$ cat config.mk
export PLATFORM = sky130hd
export DESIGN_NAME = lpw_top
export DESIGN_NICKNAME = d
export VERILOG_FILES = /design/src/hw/lpw_pkg.sv /design/src/hw/lpw_reg_if.sv /design/src/hw/lpw_top.sv /design/src/hw/lpw_event_detect.sv /design/src/hw/lpw_wb_slave.sv
export SDC_FILE = /design/constraint.sdc
export NUM_CORES = 1
export LEC_CHECK = 0
export ABC_AREA = 1
export ABC_CLOCK_PERIOD_IN_PS = 1500
export BUFFER_PORTS_ARGS = -buffer_cell sky130_fd_sc_hd__buf_4
export CORE_UTILIZATION = 43
export DETAILED_ROUTE_END_ITERATION = 10
export HOLD_SLACK_MARGIN = 0.08
export PLACE_DENSITY = 0.73
export SLEW_MARGIN = 20
export SYNTH_ARGS = -nofsm -noshare
export SYNTH_HDL_FRONTEND = slang
export SYNTH_HIERARCHICAL = 1
export SYNTH_SLANG_ARGS = --single-unit
$ cat constraint.sdc
create_clock -name core_clk_i -period 1.5 [get_ports core_clk_i]
set_input_delay 0.45 -clock core_clk_i [delete_from_list [all_inputs] [get_ports core_clk_i]]
set_output_delay 0.45 -clock core_clk_i [all_outputs]
set_load 0.01 [all_outputs]
$ cat src/hw/lpw_pkg.sv
// Constants, register map and mode type for the low-power wake-up controller
package lpw_pkg;
    // Register indices; byte address is four times the index
    localparam logic [7:0] LPW_PWR_CTRL_IDX = 8'h87;
    localparam logic [7:0] LPW_WAKE_CFG_IDX = 8'hb5;
    localparam logic [7:0] LPW_PAGE_IDX = 8'ha0;
    localparam logic [3:0] LPW_WAKE_PAGE = 4'h0;
    // Wake-up configuration register fields
    localparam int LPW_SLEEP_BIT = 7;
    localparam int LPW_SUSPEND_BIT = 6;
    localparam int LPW_CLEAR_BIT = 5;
    localparam int LPW_RESET_PIN_WAKE_FLAG_BIT = 4;
    localparam int LPW_EN_MSB = 3;
    // Power control register fields
    localparam int LPW_GF_LSB = 2;
    localparam int LPW_STOP_BIT = 1;
    localparam int LPW_IDLE_BIT = 0;
    // Reset values
    localparam logic [5:0] LPW_GF_RST = 6'h00;
    localparam logic [4:0] LPW_FLAGS_RST = 5'h00;
    localparam logic [3:0] LPW_EN_RST = 4'h0;
    localparam logic [3:0] LPW_PAGE_RST = 4'h0;
    // Event sources: 0 comparator, 1 port match, 2 alarm, 3 osc fail, 4 reset pin
    localparam int LPW_NUM_SRC = 5;
    localparam logic [4:0] LPW_SRC_FALLING = 5'h10;
    // Clocks during which flags read as zero after a suspend wake-up
    localparam logic [1:0] LPW_WAKE_MASK_CYC = 2'h2;
    typedef enum logic [1:0] {
        LPW_ACTIVE = 2'b00,
        LPW_SUSPEND = 2'b01,
        LPW_SLEEP = 2'b10
    } lpw_mode_t;
endpackage

$ cat src/hw/lpw_reg_if.sv
// Internal register access path between bus slave and controller core
`timescale 1ns/1ps
`default_nettype none
interface lpw_reg_if;
    logic wr_stb;
    logic [7:0] idx;
    logic [7:0] wdata;
    logic [7:0] rdata;
    modport bus (output wr_stb, output idx, output wdata, input rdata);
    modport core (input wr_stb, input idx, input wdata, output rdata);
endinterface
`default_nettype wire

$ cat src/hw/lpw_top.sv
// Low-power mode entry and wake-up flag controller with Wishbone registers
// What this block does
// - Writing one to config bit 7 enters sleep mode; not readable.
// - Writing one to config bit 6 enters suspend mode; not readable.
// - Writing one to config bit 5 clears all wake-up flags at once.
// - Bit 4 is a read-only flag set by a reset-pin falling edge.
// - Bit 3 writes osc-fail wake enable, reads osc-fail flag.
// - Bit 2 writes alarm wake enable, reads alarm flag.
// - Bit 1 writes port-match wake enable, reads port-match flag.
// - Bit 0 writes comparator rising-edge enable, reads its flag.
// - Any flag set blocks suspend and sleep entry, keeps low-power oscillator on.
// - Writing one to power control bit 1 enters stop mode.
// - Writing one to power control bit 0 enters idle mode.
// - Power control bits 7 to 2 are six read/write general flags.
// - Config register at 0xb5 on page 0, power control 0x87 all pages.
// - Flags read zero for two clocks after suspend wake-up.
// - Flags set on every event, enabled or not, also after wake-up.
// - A reset-pin falling edge always ends sleep mode.
// - Suspend gates the system clock until an enabled source fires or a reset-pin falling edge comes.
//
// Our own choice: the Wishbone slave port.
`timescale 1ns/1ps
`default_nettype none
module lpw_top
    import lpw_pkg::*;
#(
    parameter int AW = 10
) (
    // Clock and reset
    input wire logic core_clk_i,
    input wire logic resetn_i,
    // Wishbone slave
    input wire logic wb_cyc_i,
    input wire logic wb_stb_i,
    input wire logic wb_we_i,
    input wire logic [AW-1:0] wb_adr_i,
    input wire logic [31:0] wb_dat_i,
    input wire logic [3:0] wb_sel_i,
    output logic [31:0] wb_dat_o,
    output logic wb_ack_o,
    // Wake-up event sources
    input wire logic rtc_osc_fail_i,
    input wire logic rtc_alarm_i,
    input wire logic port_match_i,
    input wire logic comparator_i,
    input wire logic reset_pin_n_i,
    // Power state outputs
    output logic idle_req_o,
    output logic stop_req_o,
    output logic sys_clk_gate_o,
    output logic regulator_off_o,
    output logic lp_osc_en_o,
    output logic wake_o
);
    import lpw_pkg::*;

    lpw_reg_if rif();

    logic [LPW_NUM_SRC-1:0] ev_level;
    logic [LPW_NUM_SRC-1:0] ev_pulse;
    lpw_mode_t mode_reg, mode_next;
    logic [4:0] flag_reg, flag_next;
    logic [3:0] en_reg, en_next;
    logic [5:0] gf_reg, gf_next;
    logic [3:0] page_reg, page_next;
    logic [1:0] mask_reg, mask_next;
    logic idle_reg, idle_next;
    logic stop_reg, stop_next;
    logic wake_reg, wake_next;
    logic pwr_wr, cfg_wr, page_wr;
    logic any_flag, wake_ev, lp_ok;
    logic [4:0] flag_vis;

    // Bus front end
    lpw_wb_slave #(.AW(AW)) u_bus (
        .core_clk_i(core_clk_i),
        .resetn_i(resetn_i),
        .wb_cyc_i(wb_cyc_i),
        .wb_stb_i(wb_stb_i),
        .wb_we_i(wb_we_i),
        .wb_adr_i(wb_adr_i),
        .wb_dat_i(wb_dat_i),
        .wb_sel_i(wb_sel_i),
        .wb_dat_o(wb_dat_o),
        .wb_ack_o(wb_ack_o),
        .rif(rif)
    );

    // Source order matches the flag bit order of the config register
    assign ev_level = {reset_pin_n_i, rtc_osc_fail_i, rtc_alarm_i, port_match_i,
                       comparator_i};

    lpw_event_detect #(.N(LPW_NUM_SRC), .FALLING(LPW_SRC_FALLING)) u_events (
        .core_clk_i(core_clk_i),
        .resetn_i(resetn_i),
        .level_i(ev_level),
        .pulse_o(ev_pulse)
    );

    // Address decode; the config register only answers on its own page
    always_comb begin
        pwr_wr = rif.wr_stb && (rif.idx == LPW_PWR_CTRL_IDX);
        cfg_wr = rif.wr_stb && (rif.idx == LPW_WAKE_CFG_IDX)
                 && (page_reg == LPW_WAKE_PAGE);
        page_wr = rif.wr_stb && (rif.idx == LPW_PAGE_IDX);
    end

    // Wake conditions
    always_comb begin
        any_flag = |flag_reg;
        wake_ev = (|(ev_pulse[LPW_EN_MSB:0] & en_reg))
                  | ev_pulse[LPW_RESET_PIN_WAKE_FLAG_BIT];
        lp_ok = cfg_wr && !any_flag && (mode_reg == LPW_ACTIVE);
    end

    // Flags, enables, mode and strobes
    always_comb begin
        flag_next = flag_reg;
        en_next = en_reg;
        gf_next = gf_reg;
        page_next = page_reg;
        mode_next = mode_reg;
        mask_next = (mask_reg != 2'h0) ? mask_reg - 2'h1 : mask_reg;
        idle_next = 1'b0;
        stop_next = 1'b0;
        wake_next = 1'b0;
        if (cfg_wr && rif.wdata[LPW_CLEAR_BIT]) begin
            flag_next = LPW_FLAGS_RST;
        end
        // Set after clear so an event in the clearing cycle survives
        flag_next = flag_next | ev_pulse;
        if (cfg_wr) begin
            en_next = rif.wdata[LPW_EN_MSB:0];
        end
        if (pwr_wr) begin
            gf_next = rif.wdata[7:LPW_GF_LSB];
            stop_next = rif.wdata[LPW_STOP_BIT];
            idle_next = rif.wdata[LPW_IDLE_BIT];
        end
        if (page_wr) begin
            page_next = rif.wdata[3:0];
        end
        case (mode_reg)
            LPW_ACTIVE: begin
                if (lp_ok && rif.wdata[LPW_SLEEP_BIT]) begin
                    mode_next = LPW_SLEEP;
                end else if (lp_ok && rif.wdata[LPW_SUSPEND_BIT]) begin
                    mode_next = LPW_SUSPEND;
                end
            end
            LPW_SUSPEND: begin
                if (wake_ev) begin
                    mode_next = LPW_ACTIVE;
                    mask_next = LPW_WAKE_MASK_CYC;
                    wake_next = 1'b1;
                    en_next = LPW_EN_RST;
                end
            end
            LPW_SLEEP: begin
                if (wake_ev) begin
                    mode_next = LPW_ACTIVE;
                    wake_next = 1'b1;
                    en_next = LPW_EN_RST;
                end
            end
            default: begin
                mode_next = LPW_ACTIVE;
            end
        endcase
    end

    always_ff @(posedge core_clk_i or negedge resetn_i) begin
        if (!resetn_i) begin
            mode_reg <= LPW_ACTIVE;
            flag_reg <= LPW_FLAGS_RST;
            en_reg <= LPW_EN_RST;
            gf_reg <= LPW_GF_RST;
            page_reg <= LPW_PAGE_RST;
            mask_reg <= 2'h0;
            idle_reg <= 1'b0;
            stop_reg <= 1'b0;
            wake_reg <= 1'b0;
        end else begin
            mode_reg <= mode_next;
            flag_reg <= flag_next;
            en_reg <= en_next;
            gf_reg <= gf_next;
            page_reg <= page_next;
            mask_reg <= mask_next;
            idle_reg <= idle_next;
            stop_reg <= stop_next;
            wake_reg <= wake_next;
        end
    end

    // Read mux; enables are not readable, so read-modify-write loses them
    always_comb begin
        flag_vis = (mask_reg != 2'h0) ? 5'h00 : flag_reg;
        if (rif.idx == LPW_WAKE_CFG_IDX && page_reg == LPW_WAKE_PAGE) begin
            rif.rdata = {3'b000, flag_vis};
        end else if (rif.idx == LPW_PWR_CTRL_IDX) begin
            rif.rdata = {gf_reg, 2'b00};
        end else if (rif.idx == LPW_PAGE_IDX) begin
            rif.rdata = {4'h0, page_reg};
        end else begin
            rif.rdata = 8'h00;
        end
    end

    // Power state outputs
    assign idle_req_o = idle_reg;
    assign stop_req_o = stop_reg;
    assign wake_o = wake_reg;
    assign sys_clk_gate_o = (mode_reg == LPW_SUSPEND);
    assign regulator_off_o = (mode_reg == LPW_SLEEP);
    assign lp_osc_en_o = any_flag || (mode_reg == LPW_ACTIVE);
endmodule
`default_nettype wire

$ cat src/hw/lpw_event_detect.sv
// Per-source edge detector turning event lines into one-cycle pulses
`timescale 1ns/1ps
`default_nettype none
module lpw_event_detect #(
    parameter int N = 5,
    parameter logic [N-1:0] FALLING = '0
) (
    // Clock and reset
    input wire logic core_clk_i,
    input wire logic resetn_i,
    // Event lines and pulses
    input wire logic [N-1:0] level_i,
    output logic [N-1:0] pulse_o
);
    logic [N-1:0] prev_reg;
    logic [N-1:0] prev_next;

    // Previous level; resets to idle level so release gives no false edge
    always_comb begin
        prev_next = level_i;
    end

    always_ff @(posedge core_clk_i or negedge resetn_i) begin
        if (!resetn_i) begin
            prev_reg <= FALLING;
        end else begin
            prev_reg <= prev_next;
        end
    end

    // Rising edge, or falling edge where the polarity bit is set
    for (genvar i = 0; i < N; i++) begin : g_edge
        assign pulse_o[i] = FALLING[i] ? (prev_reg[i] & ~level_i[i])
                                       : (~prev_reg[i] & level_i[i]);

    end
endmodule
`default_nettype wire

$ cat src/hw/lpw_wb_slave.sv
// Classic Wishbone slave feeding byte-wide register strobes
`timescale 1ns/1ps
`default_nettype none
module lpw_wb_slave #(
    parameter int AW = 10
) (
    // Clock and reset
    input wire logic core_clk_i,
    input wire logic resetn_i,
    // Wishbone
    input wire logic wb_cyc_i,
    input wire logic wb_stb_i,
    input wire logic wb_we_i,
    input wire logic [AW-1:0] wb_adr_i,
    input wire logic [31:0] wb_dat_i,
    input wire logic [3:0] wb_sel_i,
    output logic [31:0] wb_dat_o,
    output logic wb_ack_o,
    // Register path
    lpw_reg_if.bus rif
);
    logic ack_reg;
    logic ack_next;
    logic [31:0] dat_reg;
    logic [31:0] dat_next;
    logic req;

    // One ack per request; the gap after ack blocks a repeated strobe
    always_comb begin
        req = wb_cyc_i & wb_stb_i & ~ack_reg;
        ack_next = req;
        dat_next = req ? {24'h000000, rif.rdata} : dat_reg;
        rif.wr_stb = req & wb_we_i & wb_sel_i[0];
        rif.idx = wb_adr_i[9:2];
        rif.wdata = wb_dat_i[7:0];
    end

    always_ff @(posedge core_clk_i or negedge resetn_i) begin
        if (!resetn_i) begin
            ack_reg <= 1'b0;
            dat_reg <= 32'h00000000;
        end else begin
            ack_reg <= ack_next;
            dat_reg <= dat_next;
        end
    end

    assign wb_ack_o = ack_reg;
    assign wb_dat_o = dat_reg;
endmodule
`default_nettype wire

# Word level (Yosys, flattened, before mapping)
# Cells that the tools add are included.
# totals
ff_bits	40
output_inout_bits	39
# op_classes
n_addsub	1
eq_ne	7
mux	19
n_bitwise	18
reduce_logical	19
# ops
operator	count
8-bit equality test (second input constant)	3
4-bit two-way mux	4
8-bit two-way mux	2
2-bit two-way mux	6
1-bit logical AND	10
5-bit two-way mux	2
1-bit AND	9
1-bit inverter	6
5-bit OR	1
5-bit OR reduction	1
4-bit AND	1
4-bit zero test	1
1-bit two-way mux	4
2-bit one-hot mux with 2 select lines	1
4-bit OR reduction	1
3-bit by 1-bit inequality test with 1-bit output (second input constant)	1
2-bit by 1-bit equality test with 1-bit output (second input constant)	1
2-bit equality test (second input constant)	1
2-bit zero test	1
2-bit by 1-bit inequality test with 1-bit output (second input constant)	1
2-bit AND reduction	1
2-bit nonzero test	1
2-bit OR reduction	1
2-bit by 1-bit subtractor with 2-bit output (second input constant)	1
other kinds (3)	3

# Longest topological paths before layout
# logic_depth
word_depth	12
ltp_mapped	12
mapped_depth_nobuf	12

# Cells and area by module
# The synthesis kept the hierarchy.
# modules_own_cells
module	n_inst	cells_per_inst	area_per_inst_um2	seq_area_each_um2
lpw_top	1	167	1390.1	650.6
lpw_wb_slave	1	81	696.9	225.2
lpw_event_detect	1	15	176.4	126.4

# Worst setup path after synthesis
# No wires, ideal clock.
# synth_path
kind	input-to-reg
from	input wb_cyc_i
to	register mode_reg[1]
arrival_time_ns	1.466
required_time_ns	1.383
slack_ns	-0.083
path_stages	11
path_cell_list	buf_6 > nand3_4 > nor2_2 > nand3_2 > nor2_4 > buf_6 > nand3_2 > nand3_2 > nand2_1 > nand2_1 > nand2_1
# synth_via
elab_chain_cells	11
word_cells_on_any_way	14
classes_between	eq/ne: 1; mux: 2; bitwise: 4; reduce/logical: 7
# synth_lines
element	line	rtl
start: declaration	lpw_top.sv:33	input wire logic wb_cyc_i,
1-bit AND * (2 in series)	lpw_wb_slave.sv:30	req = wb_cyc_i & wb_stb_i & ~ack_reg;
1-bit AND * (2 in series)	lpw_wb_slave.sv:33	rif.wr_stb = req & wb_we_i & wb_sel_i[0];
via rif.wr_stb	lpw_reg_if.sv:5	logic wr_stb;
1-bit logical AND *	lpw_top.sv:103	cfg_wr = rif.wr_stb && (rif.idx == LPW_WAKE_CFG_IDX)
1-bit logical AND *	lpw_top.sv:104	&& (page_reg == LPW_WAKE_PAGE);
1-bit logical AND * (2 in series)	lpw_top.sv:113	lp_ok = cfg_wr && !any_flag && (mode_reg == LPW_ACTIVE);
1-bit logical AND (on tied branches)	lpw_top.sv:145, lpw_top.sv:147	
2-bit two-way mux / 3-bit by 1-bit inequality test with 1-bit output (equally long branches)	n/a	
2-bit one-hot mux with 2 select lines / 2-bit AND reduction (equally long branches)	n/a	
end signal: assignment	lpw_top.sv:184	mode_reg <= mode_next;
end: declaration	lpw_top.sv:61	lpw_mode_t mode_reg, mode_next;
# The timed path passes the listed nets; every way through them passes the cells marked *.
# A chain may end at the register's enable or synchronous reset.

# Worst setup path after layout
# layout_path
from	register flag_reg[0]
to	output lp_osc_en_o
# layout_via
elab_chain_cells	2
# layout_lines
element	line	rtl
start: declaration	lpw_top.sv:62	logic [4:0] flag_reg, flag_next;
start signal: assignment	lpw_top.sv:185	flag_reg <= flag_next;
5-bit OR reduction	lpw_top.sv:110	any_flag = |flag_reg;
1-bit logical OR	lpw_top.sv:216	assign lp_osc_en_o = any_flag || (mode_reg == LPW_ACTIVE);
end: declaration	lpw_top.sv:52	output logic lp_osc_en_o,
# Every way passes these cells.

==> flow_metrics.py <==
metrics = {
    "floorplan": {
        "ioPinCount": 95,
        "core_mm2": 0.005075,
        "row_count": 26,
        "die_w_um": 74.55,
        "die_area_mm2": 0.005558,
        "initial_core_util_pct": 44.60,
        "fp.dieH_um": 74.55,
    },
    "finish": {
        "area_delta_synth_final_pct": 23.60,
        "final_area_mm2": 0.002798,
        "fillerInstances": 483,
        "regArea_mm2": 0.001002,
        "finalNetCount": 372,
        "multiInputGateArea_um2": 982.2,
        "final_util_pct": 55.13,
        "drive_gt1_share_pct": 36.31,
        "diodes": 0,
        "largest_reg_flops": 8,
    },
    "routing": {
        "dr_total_vias": 1718,
        "wl_um": 4381,
        "drt-initial-drc-count": 43,
        "dr.pass1.iters": 4,
        "postRouteAntennaNets": 0,
        "post_drt_wl_per_cell_um": 11.41,
        "viasPerCell": 4.474,
        "drc_errors": 0,
    },
    "yosys": {
        "ys.flop_type": "dfrtp_1",
        "yosys-top-cells-count": "58 x nand2_1, 40 x buf_4, 39 x dfrtp_1",
        "synth_top_area_share_pct": 43.12,
        "ys_top_cells_by_area": "dfrtp_1 43%, buf_4 13%, nand2_1 9.6%",
        "syn_inst": 263,
        "syn_avg_cell_area_um2": 8.606,
        "synth-seq-cells": 40,
        "synth-edff-count": 0,
        "synth_area_leader_cell": "dfrtp_1",
        "synth_area_mm2": 0.002263,
        "synth_cell_types": 30,
        "async_reset_ff_share_pct": 100.0,
        "yosys_warnings": 6,
        "synth_seq_area_share_pct": 44.28,
        "yosys.cell_count.top_type": "nand2_1",
    },
    "critical_path": {
        "cp-start-kind": "register",
        "cp_data_required_time_ns": 1.05,
        "crit_buf_inv": 1,
        "worstSetupPathType": "register to primary output",
        "crit_path_cell_trace": "nor2_1, nand4_1, or2_4, buf_6",
        "endpoint_kind": "primary output",
        "cp.arrival_ns": 1.29,
        "critical-path-top-delay-family": "simple AND/OR/NAND/NOR gates",
        "cp_max_fo": 2,
        "cp_slowest_stage_delay_ns": 0.39,
        "slowest_stage": "dfrtp_1",
    },
    "sta": {
        "holdWs_ns": 0.1159,
        "slew_violations": 0,
        "fin_crit_sh_pct": 116.0,
        "slew_headroom_pct": 66.30,
        "fin_ws_ns": -0.2403,
        "fmax_mhz": 574.6,
        "fin_skew_ns": 0.004033,
        "tns_ns": -0.3244,
        "finalHoldViolCount": 0,
        "rsz0062_at_grt": "true",
        "finalSetupViolations": 3,
        "tightestPinTransition_ns": 0.5055,
        "period_needed_ns": 1.740,
    },
    "grt": {
        "track_usage_pct": 17.96,
        "grt_antenna_before_repair": 0,
        "grt_pass1_wl_um": 7286,
        "grt_max_degree": 41,
        "grt_pass1_vias": 1697,
        "grt_overflow_total": 0,
    },
    "clocking": {
        "clk_pin_slew_worst_paths_ns": 0.07,
        "h-tree-depth": 2,
        "cts_tree": "done",
        "clk_path_buf_depth": 2,
        "worstSkewPairLatency_ns": 0.30,
        "cts_buffers": 5,
        "cts_sinks": 40,
        "clock-root-buffer": "clkbuf_8",
        "hold_buffers": 0,
    },
    "run_status": {
        "violations": "negative setup slack",
        "status": "complete, but fails checks",
    },
    "worst_hold_path": {
        "hp-class": "input port to async pin",
    },
    "flow_run": {
        "maxCapViolations": 0,
    },
    "place": {
        "hpwlAfterDp_um": 3270,
        "io_buffers": 41,
        "gp_congestion": 0.8267,
        "place_area_mm2": 0.002555,
    },
    "power_and_ir_drop": {
        "ir_drop_mv": 0.5627,
        "p_leak_nw": 1.505,
        "power_w": 0.002046,
        "power_density_mw_per_mm2": 731.4,
    },
}
## per-layer routing
layer	vias up	track usage, %	wire (um)
met4	0	7.547	86
met3	9	5.691	188
li1	874	-	-
met2	52	30.83	2163
met1	783	20.64	1943
met5	-	0	0
## report_power, final
part | internal (W) | switching [W] | leakage (nW)
clock network | 0.000375 | 0.000365 | 0.0455
registers | 0.00109 | 0.00000660 | 0.519
logic | 0.0000824 | 0.000126 | 0.940
## layout by cell type (no fill, tap or decap), types with 2 or more instances in the layout
cell type and instances:
o22ai_2 3, dfrtp_1 39, nor2_2 6, o21ai_0 5, o31ai_2 3, nand3_1 4, ha_4 2, nand2_1 54
mux2_4 2, buf_6 7, a31oi_1 2, a21oi_1 7, nor2_1 15, o21bai_1 4, nand2_2 4, nand4_1 12
clkbuf_8 6, clkbuf_1 2, nor2_4 5, conb_1 24, nand3_2 4, nand2_4 2, o21ai_1 4, inv_1 27
inv_2 6, buf_4 57
## layout make-up
cell class | count | share of cell area [%]
repair buffers | 64 | 18.11
clock buffers | 8 | 3.220
inverters | 34 | 4.606
well taps | 70 | 3.131
flip-flops and latches | 40 | 35.82
multi-input cells | 168 | 35.11
## final timing paths
| check | from | to | slack (ns) | cells past startpoint |
|---|---|---|---|---|
| worst max-delay path | flag_reg[0]$_DFF_PN0_ | lp_osc_en_o | -0.24 | 4 |
| worst min-delay path | resetn_i | mode_reg[1]$_DFFE_PN0P_ | 0.12 | 1 |
| worst max register to register | u_events/prev_reg[4]$_DFF_PN1_ | en_reg[2]$_DFF_PN0_ | 0.04 | 10 |
| worst min register to register | mask_reg[0]$_DFF_PN0_ | mask_reg[0]$_DFF_PN0_ | 0.46 | 1 |
| max in group asynchronous | resetn_i | u_events/prev_reg[4]$_DFF_PN1_ | 1.01 | 1 |
| min in group core_clk_i | rtc_alarm_i | u_events/prev_reg[2]$_DFF_PN0_ | 0.27 | 1 |
## what timing repair did
item                                    in CTS  in global routing
resized for setup                            9                 27
setup buffers                                2                  4
pin swaps                                    0                 12
endpoints found under the setup margin       3                 19
## stage by stage
step	setup WS (ns)	cells
after floorplan	-0.03309	286
after global placement	-0.1035	373
after detailed placement	-0.1121	373
after CTS	-0.2411	383
after global routing	-0.2861	384
final	-0.2403	384
## logic make-up after synthesis
logic type | share of synthesized area [%]
simple gates | 24.10
buf+inv | 20.95
flops | 44.28
compound gates | 7.517
fa+ha+maj | 1.659
mux | 1.327
other cells | 0.1657
Power figures use the tool's default switching activity.
